<file path="src/verilog/line_format_pkg.sv">
// Constants for the serial line format control block.
// Notes on behaviour
// - Bank-select 0 routes shared low addresses to data registers, 1 to divisor registers.
// - Break-force bit 6 drives the line low from the next bit boundary onward.
// - The transmit FIFO is cleared in the same cycle the line is forced low.
// - After break-force clears, the break ends at the next baud generator edge.
// - Force-parity-error with parity enabled sends an inverted parity bit.
// - Outside multidrop, parity-select 0 means odd parity and 1 means even parity.
// - Parity enable bit 3 adds a parity bit on transmit and checks it on receive.
// - With parity disabled no parity bit is sent, expected or checked.
// - In multidrop the sent parity bit is space for select 0, mark for 1.
// - In multidrop with parity enabled the receiver checks against space parity.
// - The format field low two bits give 5, 6, 7 or 8 data bits.
// - Format codes 000 to 011 send one stop bit, 100 to 111 send two.
// - Multidrop is enabled by modem control bit 5 and only then mark/space applies.
package line_format_pkg;
    localparam logic [7:0] LINE_CONTROL_PORT0_ADDR = 8'hC3;
    localparam logic [7:0] LINE_CONTROL_PORT1_ADDR = 8'hD3;
    localparam logic [7:0] SHARED_LO_PORT0_ADDR = 8'hC0;
    localparam logic [7:0] SHARED_HI_PORT0_ADDR = 8'hC1;
    localparam logic [7:0] SHARED_LO_PORT1_ADDR = 8'hD0;
    localparam logic [7:0] SHARED_HI_PORT1_ADDR = 8'hD1;
    localparam logic [7:0] LINE_CONTROL_RESET = 8'h00;
    localparam int BANK_SEL_BIT = 7;
    localparam int BREAK_BIT = 6;
    localparam int FORCE_PE_BIT = 5;
    localparam int EVEN_SEL_BIT = 4;
    localparam int PARITY_EN_BIT = 3;
    localparam int TWO_STOP_BIT = 2;
    localparam int LEN_HI_BIT = 1;
    localparam int LEN_LO_BIT = 0;
    localparam logic [3:0] MIN_DATA_BITS = 4'h5;
    localparam logic SPACE_LEVEL = 1'b0;
    localparam logic IDLE_LEVEL = 1'b1;

    typedef enum logic [2:0] {
        TX_IDLE = 3'h0,
        TX_START = 3'h1,
        TX_DATA = 3'h3,
        TX_PARITY = 3'h2,
        TX_STOP = 3'h6,
        TX_BREAK = 3'h7
    } tx_state_t;
endpackage

</file>
<file path="src/verilog/line_format_control.sv">
// Line control register with a break-capable, parity-aware character transmitter and receive parity check.
`timescale 1ns/1ps
module line_format_control #(
    parameter logic [7:0] LINE_CONTROL_ADDR = line_format_pkg::LINE_CONTROL_PORT0_ADDR,
    parameter logic [7:0] SHARED_LO_ADDR = line_format_pkg::SHARED_LO_PORT0_ADDR,
    parameter logic [7:0] SHARED_HI_ADDR = line_format_pkg::SHARED_HI_PORT0_ADDR
) (
    input wire logic i_sys_clk,
    input wire logic i_reset_n,
    input wire logic [7:0] i_io_addr,
    input wire logic i_io_wr,
    input wire logic i_io_rd,
    input wire logic [7:0] i_io_wdata,
    output logic [7:0] o_io_rdata,
    output logic o_data_bank_sel,
    output logic o_divisor_bank_sel,
    input wire logic i_multidrop_on,
    input wire logic i_baud_tick,
    input wire logic i_tx_valid,
    input wire logic [7:0] i_tx_data,
    output logic o_tx_ready,
    output logic o_tx_fifo_clear,
    output logic o_txd,
    output logic o_in_break,
    input wire logic i_rx_char_valid,
    input wire logic [7:0] i_rx_data,
    input wire logic i_rx_parity,
    output logic o_rx_parity_error,
    output logic [3:0] o_data_bits,
    output logic o_parity_on
);
    // Refuse at elaboration an address map in which the line control register hides behind a shared address.
    if (SHARED_LO_ADDR == LINE_CONTROL_ADDR || SHARED_HI_ADDR == LINE_CONTROL_ADDR) begin : g_addr_overlap
        $error("Shared addresses overlap the line control address.");
    end

    logic [7:0] line_control;
    logic [7:0] next_line_control;
    line_format_pkg::tx_state_t tx_state, next_tx_state;
    logic [7:0] shift, next_shift;
    logic [3:0] bit_cnt, next_bit_cnt;
    logic stop_left, next_stop_left;
    logic parity_bit, next_parity_bit;
    logic txd, next_txd;
    logic fifo_clear, next_fifo_clear;
    logic [7:0] rdata, next_rdata;
    logic rx_perr, next_rx_perr;

    logic bank_sel, brk, force_pe, even_sel, parity_en, two_stop, multidrop;
    logic [3:0] data_bits;
    logic [7:0] len_mask;
    logic take;

    assign bank_sel = line_control[line_format_pkg::BANK_SEL_BIT];
    assign brk = line_control[line_format_pkg::BREAK_BIT];
    assign force_pe = line_control[line_format_pkg::FORCE_PE_BIT];
    assign even_sel = line_control[line_format_pkg::EVEN_SEL_BIT];
    assign parity_en = line_control[line_format_pkg::PARITY_EN_BIT];
    assign two_stop = line_control[line_format_pkg::TWO_STOP_BIT];
    assign multidrop = i_multidrop_on;
    assign data_bits = line_format_pkg::MIN_DATA_BITS +
        {2'b00, line_control[line_format_pkg::LEN_HI_BIT:line_format_pkg::LEN_LO_BIT]};
    assign len_mask = 8'hFF >> (4'h8 - data_bits);

    // Tx parity: fixed mark/space in multidrop, else odd/even, optionally inverted.
    function automatic logic tx_parity(input logic [7:0] d);
        logic p;
        p = 1'b0;
        if (multidrop) begin
            p = even_sel;
        end else begin
            p = even_sel ? ^(d & len_mask) : ~^(d & len_mask);
        end
        return p ^ force_pe;
    endfunction

    // Shared low addresses follow the bank-select bit.
    always_comb begin
        o_data_bank_sel = (i_io_addr == SHARED_LO_ADDR || i_io_addr == SHARED_HI_ADDR) && !bank_sel;
        o_divisor_bank_sel = (i_io_addr == SHARED_LO_ADDR || i_io_addr == SHARED_HI_ADDR) && bank_sel;
    end

    always_comb begin
        next_line_control = line_control;
        next_rdata = rdata;
        if (i_io_wr && i_io_addr == LINE_CONTROL_ADDR) begin
            next_line_control = i_io_wdata;
        end
        if (i_io_rd && i_io_addr == LINE_CONTROL_ADDR) begin
            next_rdata = line_control;
        end
    end

    always_ff @(posedge i_sys_clk or negedge i_reset_n) begin
        if (!i_reset_n) begin
            line_control <= line_format_pkg::LINE_CONTROL_RESET;
            rdata <= 8'h00;
        end else begin
            line_control <= next_line_control;
            rdata <= next_rdata;
        end
    end

    // A character is taken only at a bit boundary while idle and not in break.
    assign take = i_baud_tick && tx_state == line_format_pkg::TX_IDLE && !brk && i_tx_valid;

    always_comb begin
        next_tx_state = tx_state;
        next_shift = shift;
        next_bit_cnt = bit_cnt;
        next_stop_left = stop_left;
        next_parity_bit = parity_bit;
        next_txd = txd;
        next_fifo_clear = 1'b0;
        if (i_baud_tick) begin
            if (brk && tx_state != line_format_pkg::TX_BREAK) begin
                next_fifo_clear = 1'b1;
                next_tx_state = line_format_pkg::TX_BREAK;
                next_txd = line_format_pkg::SPACE_LEVEL;
            end else begin
                unique case (tx_state)
                    line_format_pkg::TX_IDLE: begin
                        next_txd = line_format_pkg::IDLE_LEVEL;
                        if (take) begin
                            next_shift = i_tx_data;
                            next_parity_bit = tx_parity(i_tx_data);
                            next_bit_cnt = data_bits;
                            next_stop_left = two_stop;
                            next_txd = 1'b0;
                            next_tx_state = line_format_pkg::TX_START;
                        end
                    end
                    line_format_pkg::TX_START, line_format_pkg::TX_DATA: begin
                        if (bit_cnt == 4'h0) begin
                            if (parity_en) begin
                                next_txd = parity_bit;
                                next_tx_state = line_format_pkg::TX_PARITY;
                            end else begin
                                next_txd = line_format_pkg::IDLE_LEVEL;
                                next_tx_state = line_format_pkg::TX_STOP;
                            end
                        end else begin
                            next_txd = shift[0];
                            next_shift = {1'b0, shift[7:1]};
                            next_bit_cnt = bit_cnt - 4'h1;
                            next_tx_state = line_format_pkg::TX_DATA;
                        end
                    end
                    line_format_pkg::TX_PARITY: begin
                        next_txd = line_format_pkg::IDLE_LEVEL;
                        next_tx_state = line_format_pkg::TX_STOP;
                    end
                    line_format_pkg::TX_STOP: begin
                        if (stop_left) begin
                            next_stop_left = 1'b0;
                        end else begin
                            next_tx_state = line_format_pkg::TX_IDLE;
                        end
                    end
                    line_format_pkg::TX_BREAK: begin
                        if (!brk) begin
                            next_txd = line_format_pkg::IDLE_LEVEL;
                            next_tx_state = line_format_pkg::TX_IDLE;
                        end
                    end
                    default: begin
                        next_tx_state = line_format_pkg::TX_IDLE;
                        next_txd = line_format_pkg::IDLE_LEVEL;
                    end
                endcase
            end
        end
    end

    always_ff @(posedge i_sys_clk or negedge i_reset_n) begin
        if (!i_reset_n) begin
            tx_state <= line_format_pkg::TX_IDLE;
            shift <= 8'h00;
            bit_cnt <= 4'h0;
            stop_left <= 1'b0;
            parity_bit <= 1'b0;
            txd <= line_format_pkg::IDLE_LEVEL;
            fifo_clear <= 1'b0;
        end else begin
            tx_state <= next_tx_state;
            shift <= next_shift;
            bit_cnt <= next_bit_cnt;
            stop_left <= next_stop_left;
            parity_bit <= next_parity_bit;
            txd <= next_txd;
            fifo_clear <= next_fifo_clear;
        end
    end

    // Receive parity check while parity is enabled; multidrop compares against space.
    always_comb begin
        next_rx_perr = rx_perr;
        if (i_rx_char_valid) begin
            if (!parity_en) begin
                next_rx_perr = 1'b0;
            end else if (multidrop) begin
                next_rx_perr = i_rx_parity != line_format_pkg::SPACE_LEVEL;
            end else begin
                next_rx_perr = i_rx_parity != (even_sel ? ^(i_rx_data & len_mask) : ~^(i_rx_data & len_mask));
            end
        end
    end

    always_ff @(posedge i_sys_clk or negedge i_reset_n) begin
        if (!i_reset_n) begin
            rx_perr <= 1'b0;
        end else begin
            rx_perr <= next_rx_perr;
        end
    end

    assign o_io_rdata = rdata;
    assign o_txd = txd;
    assign o_tx_fifo_clear = fifo_clear;
    assign o_in_break = tx_state == line_format_pkg::TX_BREAK;
    assign o_tx_ready = take;
    assign o_rx_parity_error = rx_perr;
    assign o_data_bits = data_bits;
    assign o_parity_on = parity_en;

    break_low_a: assert property (@(posedge i_sys_clk) disable iff (!i_reset_n)
        tx_state == line_format_pkg::TX_BREAK |-> !o_txd)
        else $error("Line not low during break.");
    break_boundary_a: assert property (@(posedge i_sys_clk) disable iff (!i_reset_n)
        $rose(o_in_break) |-> $past(i_baud_tick))
        else $error("Break began off a bit boundary.");
    fifo_clear_a: assert property (@(posedge i_sys_clk) disable iff (!i_reset_n)
        $rose(o_in_break) |-> o_tx_fifo_clear)
        else $error("FIFO not cleared on break entry.");
    break_exit_a: assert property (@(posedge i_sys_clk) disable iff (!i_reset_n)
        o_in_break && !brk && i_baud_tick |=> !o_in_break && o_txd)
        else $error("Break not left at baud edge.");
    no_parity_a: assert property (@(posedge i_sys_clk) disable iff (!i_reset_n)
        $changed(tx_state) && tx_state == line_format_pkg::TX_PARITY |-> $past(parity_en))
        else $error("Parity bit sent while disabled.");
    md_rx_space_a: assert property (@(posedge i_sys_clk) disable iff (!i_reset_n)
        i_rx_char_valid && parity_en && multidrop && !i_rx_parity |=> !o_rx_parity_error)
        else $error("Space parity flagged in multidrop.");
    stop_two_a: assert property (@(posedge i_sys_clk) disable iff (!i_reset_n)
        take && two_stop |=> stop_left)
        else $error("Second stop bit not armed.");
    bank_decode_a: assert property (@(posedge i_sys_clk) disable iff (!i_reset_n)
        !(o_data_bank_sel && o_divisor_bank_sel))
        else $error("Both banks selected.");
    md_parity_a: assert property (@(posedge i_sys_clk) disable iff (!i_reset_n)
        take && multidrop && !force_pe |=> parity_bit == $past(even_sel))
        else $error("Multidrop parity level wrong.");

    break_cov_c: cover property (@(posedge i_sys_clk) disable iff (!i_reset_n) $fell(o_in_break));
    char_cov_c: cover property (@(posedge i_sys_clk) disable iff (!i_reset_n) take);
    perr_cov_c: cover property (@(posedge i_sys_clk) disable iff (!i_reset_n) $rose(o_rx_parity_error));
endmodule // line_format_control

</file>
<file path="config.mk">
export PLATFORM = sky130hd
export DESIGN_NAME = line_format_control
export DESIGN_NICKNAME = d
export VERILOG_FILES = /design/src/verilog/line_format_pkg.sv /design/src/verilog/line_format_control.sv
export SDC_FILE = /design/constraint.sdc
export NUM_CORES = 1
export LEC_CHECK = 0
export BUFFER_PORTS_ARGS = -buffer_cell sky130_fd_sc_hd__buf_2
export CORE_ASPECT_RATIO = 0.5
export CORE_MARGIN = 4
export CORE_UTILIZATION = 53
export CTS_BUF_LIST = sky130_fd_sc_hd__clkbuf_4 sky130_fd_sc_hd__clkbuf_8
export CTS_CLUSTER_SIZE = 25
export DETAILED_ROUTE_END_ITERATION = 16
export PLACE_DENSITY = 0.83
export SYNTH_ARGS = -nofsm -noshare
export SYNTH_HDL_FRONTEND = slang
export SYNTH_SLANG_ARGS = --single-unit
</file>
<file path="constraint.sdc">
create_clock -name i_sys_clk -period 2.5 [get_ports i_sys_clk]
set_clock_uncertainty 0.1 [all_clocks]
set_input_delay 0.25 -clock i_sys_clk [delete_from_list [all_inputs] [get_ports i_sys_clk]]
set_output_delay 0.25 -clock i_sys_clk [all_outputs]
set_load 0.02 [all_outputs]
</file>
==> reports/qor.txt, run 1 <==
status = finished clean
area of the multi-input gates = 0.00102 mm^2
Global Route Usage Sum = 20.7%
P_leak = 0.00128 uW
Max VDD drop = 516 uV
DR WL/cell = 14.7 um
f_max = 427 MHz
Synth Warn # = 0
Avg Inst Size Synth = 9.71 um^2
vias in the first global route = 1,657
Synth top area share = 43.8%
Pwr per Cell Area = 853 mW/mm^2
Max Slew Vio Count = 0
Async SR Flop Fraction = 100%
top-count cell post-synth = dfrtp_1
CP Data Required Time = 2630 ps
std cell rows = 15
post-synthesis sequential area ratio = 45.1%
Synth Area in Compound Gates = 12.0%
CTS sink count = 36
Post-synth top cells = dfrtp_1 (35), nand2_1 (30), nor2_1 (22)
placed instance area = 0.00237 mm^2
Fillers = 272
largest net degree at the start of global routing = 37
setup_tns = 0 ps
Post-CTS Setup Repair Bufs = 0
combinational family with the most area after synthesis = simple AND/OR/NAND/NOR gates
final-report hold violation count = 0
CTS tree = yes
Tightest Pin Transition = 796 ps
vias per inst = 5.35
Post-DRT Antenna Nets = 0
drt drc = 0
max-capacitance violation count = 0
Pre-antenna DRT Iters = 4
CTS Buf Count = 5
Clock Pin Slew Worst Setup and Hold Paths = 70 ps
Final min period = 2340 ps
routed vias = 1,732
Post-Syn Instances = 206
EDFF count, synth = 0
die width = 94.9 um
DR iter-0 viols = 122
Final Cell Area = 0.00249 mm^2
IO Pins = 61
number of port buffers = 60
post-synth design cell area = 0.00200 mm^2
Most used DFF post-synth = dfrtp_1
Antenna Cells = 0
RSZ-0062 raised after global routing = no
Synth Area in Adders = 3.13%
top area cells in the synthesized netlist = dfrtp_1 (44%), mux2_2 (10%), nand2_1 (5.6%)
Syn-to-layout area delta = 24.5%
nets = 318
Die Height = 51.4 um
simple-gate share of the synthesized area = 17.7%
dpl hpwl = 3530 um
largest area contributor in the netlist = dfrtp_1
die area = 0.00488 mm^2
Reg area = 902 um^2
nature of the critical path startpoint = flop
Worst Hold Class = in -> reg
Root Buffer Master = clkbuf_8
mux share of post-synthesis cell area = 10.1%
syn nets = 252
Routed WL = 4780 um
Distinct cells, synth = 38
Tcrit/Tclk final = 93.7%
core area = 0.00353 mm^2
routability cong. = 0.863
Skew-Pair Late Insertion Delay = 300 ps
GRT overflow = 0
Starting Density = 56.7%
XOR/XNOR Fraction of Synth Area = 8.20%
#FFs+latches synth = 36
max_slew headroom = 46.9%
share of cells above drive strength 1 = 33.7%
CP Max Fanout = 7
Clock Tree Buf Depth = 2
Setup Crit Path Kind = reg -> reg
global-route wire length before repair = 7560 um
CP Capture Type = flop
initial antenna violation count = 0
critical path arrival = 2470 ps
H-tree depth = 2
Setup Viol. Count Final = 0
-- cells by family after synthesis --
logic type / count (synthesis)
flip-flops: 36
multiplexers: 18
AO/OA/AOI/OAI: 38
XOR/XNOR: 14
buffers and inverters: 19
AND/OR/NAND/NOR: 76
adder cells (fa/ha/maj): 5
-- sequential cells by signal, summed over array words and instances, names as in the netlist --
register,cells
line_control,8
o_io_rdata,8
shift,8
bit_cnt,4
tx_state,3
o_rx_parity_error,1
o_tx_fifo_clear,1
o_txd,1
parity_bit,1
stop_left,1
-- critical path, stage by stage, from the launching register on --
cell and delay, ps:
dfrtp_1 490, inv_1 120, ha_1 220, nand2b_4 140, xnor2_1 190, xnor3_1 450, or4b_1 490, nand3_1 90
-- metal layers --
layer / global-route usage [%] / up-vias / share of wire [%]
met5: 0 / - / 0
met4: 8.37 / 0 / 1.5
met3: 4.71 / 8 / 5.8
met2: 33.4 / 56 / 48
met1: 27.1 / 828 / 44
li1: - / 840 / -
-- where the power goes --
group	switching (uW)	internal, uW
registers	134	732
clock network	213	307
logic	427	311
total	774	1350
-- path summary, 6_finish.rpt --
| path | start | to | slack, ps | depth (start not counted) |
|---|---|---|---|---|
| worst max-delay path | line_control[0] | parity_bit | 160 | 7 |
| worst min register to register | parity_bit | parity_bit | 400 | 2 |
| min in group asynchronous | i_reset_n | line_control[2] | 480 | 2 |
| worst max register to register | line_control[0] | parity_bit | 160 | 7 |
| max in group asynchronous | i_reset_n | shift[6] | 1310 | 2 |
| worst min-delay path | i_io_wdata[6] | line_control[6] | 80 | 2 |
-- metrics by stage --
step                util [%]  worst slack, ps  cells  power (uW)  hold WS [ps]
global placement        67.1              352    315        1560           277
CTS                     70.5              162    324        2120          77.3
global route            70.5             82.9    324        2270          80.4
finish                  70.5              157    324        2120          84.5
floorplan                  -              335    206        1390          -146
detailed placement      67.1              274    315        1600           284
-- cell type report --
class                           count  area share (%)
Clock inverter                      2            1.41
Tap cell                           51            2.56
Inverter                           13            1.96
Multi-Input combinational cell    151            41.1
Sequential cell                    36            36.2
Clock buffer                        6            3.07
Timing Repair Buffer               65            13.7
-- timing repair --
action,in CTS,in global routing
endpoints found under the hold margin,35,0
hold buffers,1,0
gates resized for setup,0,0
-- layout by cell type (no fill, tap or decap), drive strengths merged, types with 6 or more instances in the layout --
master and instances:
clkbuf 6, nand2 30, o21ai 8, xnor2 8, a31oi 8, nand2b 6
inv 13, dfrtp 35, a21oi 10, mux2 18, nor2 22, buf 64
No activity file was read; power rests on OpenSTA's default activity.
==> run 2: changes to the inputs <==
- PLACE_DENSITY: 0.83 -> 0.86
==> run 2 against run 1 <==
Effect of this change:
- via count decreased by 0.58%
- critical endpoint unchanged
- die area unchanged
- wire length decreased by 4.3%
- critical path depth unchanged
- sequential share of layout area increased by 0.11 points
- design area decreased by 0.30%
- flip-flop and latch count unchanged
- total power decreased by 0.54%
- critical path type unchanged
==> reports/qor.txt, run 2 (synthesized netlist as in run 1, its figures left out) <==
drt drc = 0 (unchanged)
critical path arrival = 2380 ps (was 2470 ps)
Pwr per Cell Area = 851 mW/mm^2 (was 853 mW/mm^2)
Setup Viol. Count Final = 0 (unchanged)
H-tree depth = 2 (unchanged)
CTS sink count = 36 (unchanged)
max-capacitance violation count = 0 (unchanged)
routability cong. = 0.919 (was 0.863)
RSZ-0062 raised after global routing = no (unchanged)
Die Height = 51.4 um (unchanged)
global-route wire length before repair = 7510 um (was 7560 um)
core area = 0.00353 mm^2 (unchanged)
share of cells above drive strength 1 = 33.5% (was 33.7%)
Pwr Total = 2110 uW (was 2120 uW)
Final min period = 2250 ps (was 2340 ps)
nets = 317 (was 318)
f_max = 445 MHz (was 427 MHz)
Root Buffer Master = clkbuf_8 (unchanged)
std cell rows = 15 (unchanged)
initial antenna violation count = 0 (unchanged)
dpl ws = 266 ps (was 274 ps)
Setup Crit Path Kind = reg -> reg (unchanged)
CP Data Required Time = 2630 ps (about the same)
commonest non-fill, non-tap cell in the layout = buf_2 (unchanged)
GRT overflow = 0 (unchanged)
Max VDD drop = 482 uV (was 516 uV)
Post-DRT Antenna Nets = 0 (unchanged)
IO Pins = 61 (unchanged)
die width = 94.9 um (unchanged)
routed vias = 1,722 (was 1,732)
Global Route Usage Sum = 20.1% (was 20.7%)
post-cts resize count = 0 (unchanged)
dpl hpwl = 3480 um (was 3530 um)
final-report hold violation count = 0 (unchanged)
vias per inst = 5.33 (was 5.35)
DR WL/cell = 14.2 um (was 14.7 um)
setup_tns = 0 ps (unchanged)
max_slew headroom = 46.9% (about the same)
CTS Buf Count = 5 (unchanged)
Tcrit/Tclk final = 89.9% (was 93.7%)
DR iter-0 viols = 174 (was 122)
number of port buffers = 60 (unchanged)
Routed WL = 4570 um (was 4780 um)
P_leak = 0.00127 uW (was 0.00128 uW)
Reg area = 902 um^2 (unchanged)
post-route setup slack = 253 ps (was 157 ps)
Antenna Cells = 0 (unchanged)
Pre-antenna DRT Iters = 4 (unchanged)
status = finished clean (unchanged)
CTS tree = yes (unchanged)
vias in the first global route = 1,630 (was 1,657)
Max Slew Vio Count = 0 (unchanged)
Fillers = 301 (was 272)
Worst Hold Class = in -> reg (unchanged)
hold_ws = 92.3 ps (was 84.5 ps)
Clock Pin Slew Worst Setup and Hold Paths = 70 ps (about the same)
hold_buf cts = 1 (unchanged)
die area = 0.00488 mm^2 (unchanged)
CP Max Fanout = 7 (unchanged)
CP Capture Type = flop (unchanged)
Skew-Pair Late Insertion Delay = 290 ps (was 300 ps)
nature of the critical path startpoint = flop (unchanged)
Starting Density = 56.7% (unchanged)
largest net degree at the start of global routing = 37 (unchanged)
most frequent cells in the layout = buf_2 (60), dfrtp_1 (35), nand2_1 (30) (unchanged)
Tightest Pin Transition = 797 ps (was 796 ps)
area of the multi-input gates = 0.00102 mm^2 (unchanged)
Syn-to-layout area delta = 24.1% (was 24.5%)
Clock Tree Buf Depth = 2 (unchanged)
Post-CTS Setup Repair Bufs = 0 (unchanged)
## run 2: cell count changes in the layout (fill, tap and decap cells not counted)
cell / change
clkinvlp_4: +1
clkbuf_4: -1
buf_4: -1
## run 2: routing by layer
| layer | vias to the layer above | part of all wire [%] | GRT usage (%) |
|---|---|---|---|
| met3 | 9 | 7.0 | 5.44 |
| met5 | - | 0 | 0 |
| met2 | 72 | 49 | 32.0 |
| li1 | 838 | - | - |
| met4 | 0 | 1.4 | 7.89 |
| met1 | 803 | 43 | 26.3 |
## run 2: area by class of cell
class,instances,share of cell area (%)
clock buffer,5,2.77
clock inverter,3,1.71
inverter,13,1.97
multi-input combinational,151,41.2
sequential,36,36.4
tap,51,2.57
timing repair buffer,64,13.4
## run 2: metrics by stage
stage                     instances  utilization [%]  area [um^2]
final                           323             70.3         2480
after global routing            323             70.3         2480
after CTS                       323             70.3         2480
after detailed placement        314             66.9         2360
after global placement          314             66.9         2360
after floorplan                 206                -         2000
## run 2: final timing paths
path	from	end	slack [ps]	cells after the start
worst min-delay path	i_io_wdata[7]	line_control[7]	90	2
max in group asynchronous	i_reset_n	shift[7]	1310	2
worst min register to register	parity_bit	parity_bit	380	2
worst max register to register	line_control[0]	parity_bit	250	7
worst max-delay path	line_control[0]	parity_bit	250	7
min in group asynchronous	i_reset_n	line_control[2]	490	2
## run 2: critical path, stage by stage (launching register included)
cell and delay [ps]:
dfrtp_1 470, inv_1 120, ha_1 230, nand2b_4 140, xnor2_1 140, xnor3_1 430, or4b_1 470, nand3_1 90
## run 2: power breakdown
part | internal, uW | total, uW | switching (uW)
registers | 732 | 863 | 131
clock network | 295 | 510 | 215
logic | 310 | 740 | 430
total | 1340 | 2110 | 775
==> run 3: changes to the inputs <==
- BUFFER_PORTS_ARGS: -buffer_cell sky130_fd_sc_hd__buf_2 -> -buffer_cell sky130_fd_sc_hd__clkbuf_2
==> run 3 against run 2 <==
Effect of this change:
- worst setup slack worse by 51 ps
- final cell count unchanged
- clock power up 1%
- critical path depth unchanged
- core utilization unchanged
- register-to-register slack worse by 50 ps
==> reports/qor.txt, run 3 (synthesized netlist as in run 1, its figures left out) <==
status = finished clean (unchanged)
post-route setup slack = 201 ps (was 253 ps)
Final min period = 2300 ps (was 2250 ps)
drt drc = 0 (unchanged)
post-cts resize count = 0 (unchanged)
sw power = 765 uW (was 775 uW)
dpl ws = 231 ps (was 266 ps)
Syn-to-layout area delta = 24.1% (unchanged)
Int Pwr = 1350 uW (was 1340 uW)
global-route wire length before repair = 7570 um (was 7510 um)
Skew-Pair Late Insertion Delay = 290 ps (about the same)
H-tree depth = 2 (unchanged)
initial antenna violation count = 0 (unchanged)
nature of the critical path startpoint = flop (unchanged)
CTS Buf Count = 5 (unchanged)
Antenna Cells = 0 (unchanged)
Pwr Total = 2110 uW (about the same)
hold_buf cts = 1 (unchanged)
max-capacitance violation count = 0 (unchanged)
DR WL/cell = 14.1 um (was 14.2 um)
dpl cells = 314 (unchanged)
CTS tree = yes (unchanged)
Post-DRT Antenna Nets = 0 (unchanged)
P_leak = 0.00127 uW (about the same)
core area = 0.00353 mm^2 (unchanged)
CP Max Fanout = 7 (unchanged)
Post-CTS Setup Repair Bufs = 0 (unchanged)
routed vias = 1,696 (was 1,722)
vias per inst = 5.25 (was 5.33)
Max VDD drop = 441 uV (was 482 uV)
vias in the first global route = 1,706 (was 1,630)
Clock Pin Slew Worst Setup and Hold Paths = 70 ps (about the same)
Global Route Usage Sum = 20.5% (was 20.1%)
dpl hpwl = 3500 um (was 3480 um)
largest delay contributor family on the critical path = simple AND/OR/NAND/NOR gates (unchanged)
Starting Density = 56.7% (unchanged)
Tcrit/Tclk final = 91.9% (was 89.9%)
f_max = 435 MHz (was 445 MHz)
CP Data Required Time = 2630 ps (about the same)
largest net degree at the start of global routing = 37 (unchanged)
final-report hold violation count = 0 (unchanged)
commonest non-fill, non-tap cell in the layout = clkbuf_2 (was buf_2)
RSZ-0062 raised after global routing = no (unchanged)
die area = 0.00488 mm^2 (unchanged)
hold_ws = 86.8 ps (was 92.3 ps)
CP max stage delay = 480 ps (was 470 ps)
part of the power in the clock network = 24.4% (was 24.1%)
Non-Filler Instances = 323 (unchanged)
Worst Hold Class = in -> reg (unchanged)
Reg area = 902 um^2 (unchanged)
CTS sink count = 36 (unchanged)
max_slew headroom = 41.6% (was 46.9%)
Setup Crit Path Kind = reg -> reg (unchanged)
DR iter-0 viols = 109 (was 174)
most frequent cells in the layout = clkbuf_2 (60), dfrtp_1 (35), nand2_1 (30) (was buf_2 (60), dfrtp_1 (35), nand2_1 (30))
Max Slew Vio Count = 0 (unchanged)
Worst Path Buf+Inv = 1 (unchanged)
std cell rows = 15 (unchanged)
Routed WL = 4540 um (was 4570 um)
Setup Viol. Count Final = 0 (unchanged)
IO Pins = 61 (unchanged)
Slowest-stage cell, CP = dfrtp_1 (unchanged)
die width = 94.9 um (unchanged)
Seq pwr share = 41.2% (was 40.8%)
share of cells above drive strength 1 = 33.5% (unchanged)
area of the multi-input gates = 0.00102 mm^2 (unchanged)
Pwr per Cell Area = 852 mW/mm^2 (was 851 mW/mm^2)
switching share of power = 36.2% (was 36.7%)
Tightest Pin Transition = 877 ps (was 797 ps)
Root Buffer Master = clkbuf_8 (unchanged)
CP Capture Type = flop (unchanged)
Pre-antenna DRT Iters = 4 (unchanged)
nets = 317 (unchanged)
routability cong. = 0.998 (was 0.919)
number of port buffers = 60 (unchanged)
critical path arrival = 2420 ps (was 2380 ps)
Cell Chain, Critical Path = inv_1 -> ha_1 -> nand2b_4 -> xnor2_1 -> xnor3_1 -> or4b_1 -> nand3_1 (unchanged)
Clock Tree Buf Depth = 2 (unchanged)
GRT overflow = 0 (unchanged)
Comb pwr share = 34.4% (was 35.0%)
Die Height = 51.4 um (unchanged)
setup_tns = 0 ps (unchanged)
Fillers = 269 (was 301)
-- run 3: power groups by stage --
| stage | Sequential (uW) | Clock (uW) | Combinational, uW |
|---|---|---|---|
| 6_report | 871 | 515 | 727 |
| 5_1_grt | 896 | 552 | 822 |
| 4_1_cts | 870 | 521 | 736 |
| 3_5_place_dp | 876 | 0 | 729 |
| 3_3_place_gp | 864 | 0 | 698 |
| 2_1_floorplan | 835 | 0 | 557 |
-- run 3: worst paths after layout --
path                            startpoint               to  slack, ps  cells after the start
max                        line_control[0]       parity_bit        200                      7
min                          i_io_wdata[2]  line_control[2]         90                      2
max reg2reg                line_control[0]       parity_bit        200                      7
min in group asynchronous        i_reset_n      tx_state[1]        500                      2
max in group asynchronous        i_reset_n         shift[4]       1240                      2
min reg2reg                     parity_bit       parity_bit        400                      2
-- run 3: through the flow --
step	cell area [um^2]	util, %
2_1_floorplan	2000	-
3_3_place_gp	2360	66.9
3_5_place_dp	2360	66.9
4_1_cts	2480	70.3
5_1_grt	2480	70.3
6_report	2480	70.3
-- run 3: final cells by class --
type,count,area share (%)
sequential,36,36.4
clock inverter,2,1.41
multi-input combinational,151,41.2
tap,51,2.57
inverter,13,1.97
timing repair buffer,64,13.4
clock buffer,6,3.08
-- run 3: routing by layer --
metal / up-vias / GRT usage (%) / part of all wire (%)
met1: 794 / 26.4 / 43
met3: 9 / 4.85 / 5.9
li1: 837 / - / -
met5: - / 0 / 0
met2: 56 / 33.4 / 49
met4: 0 / 8.61 / 1.8
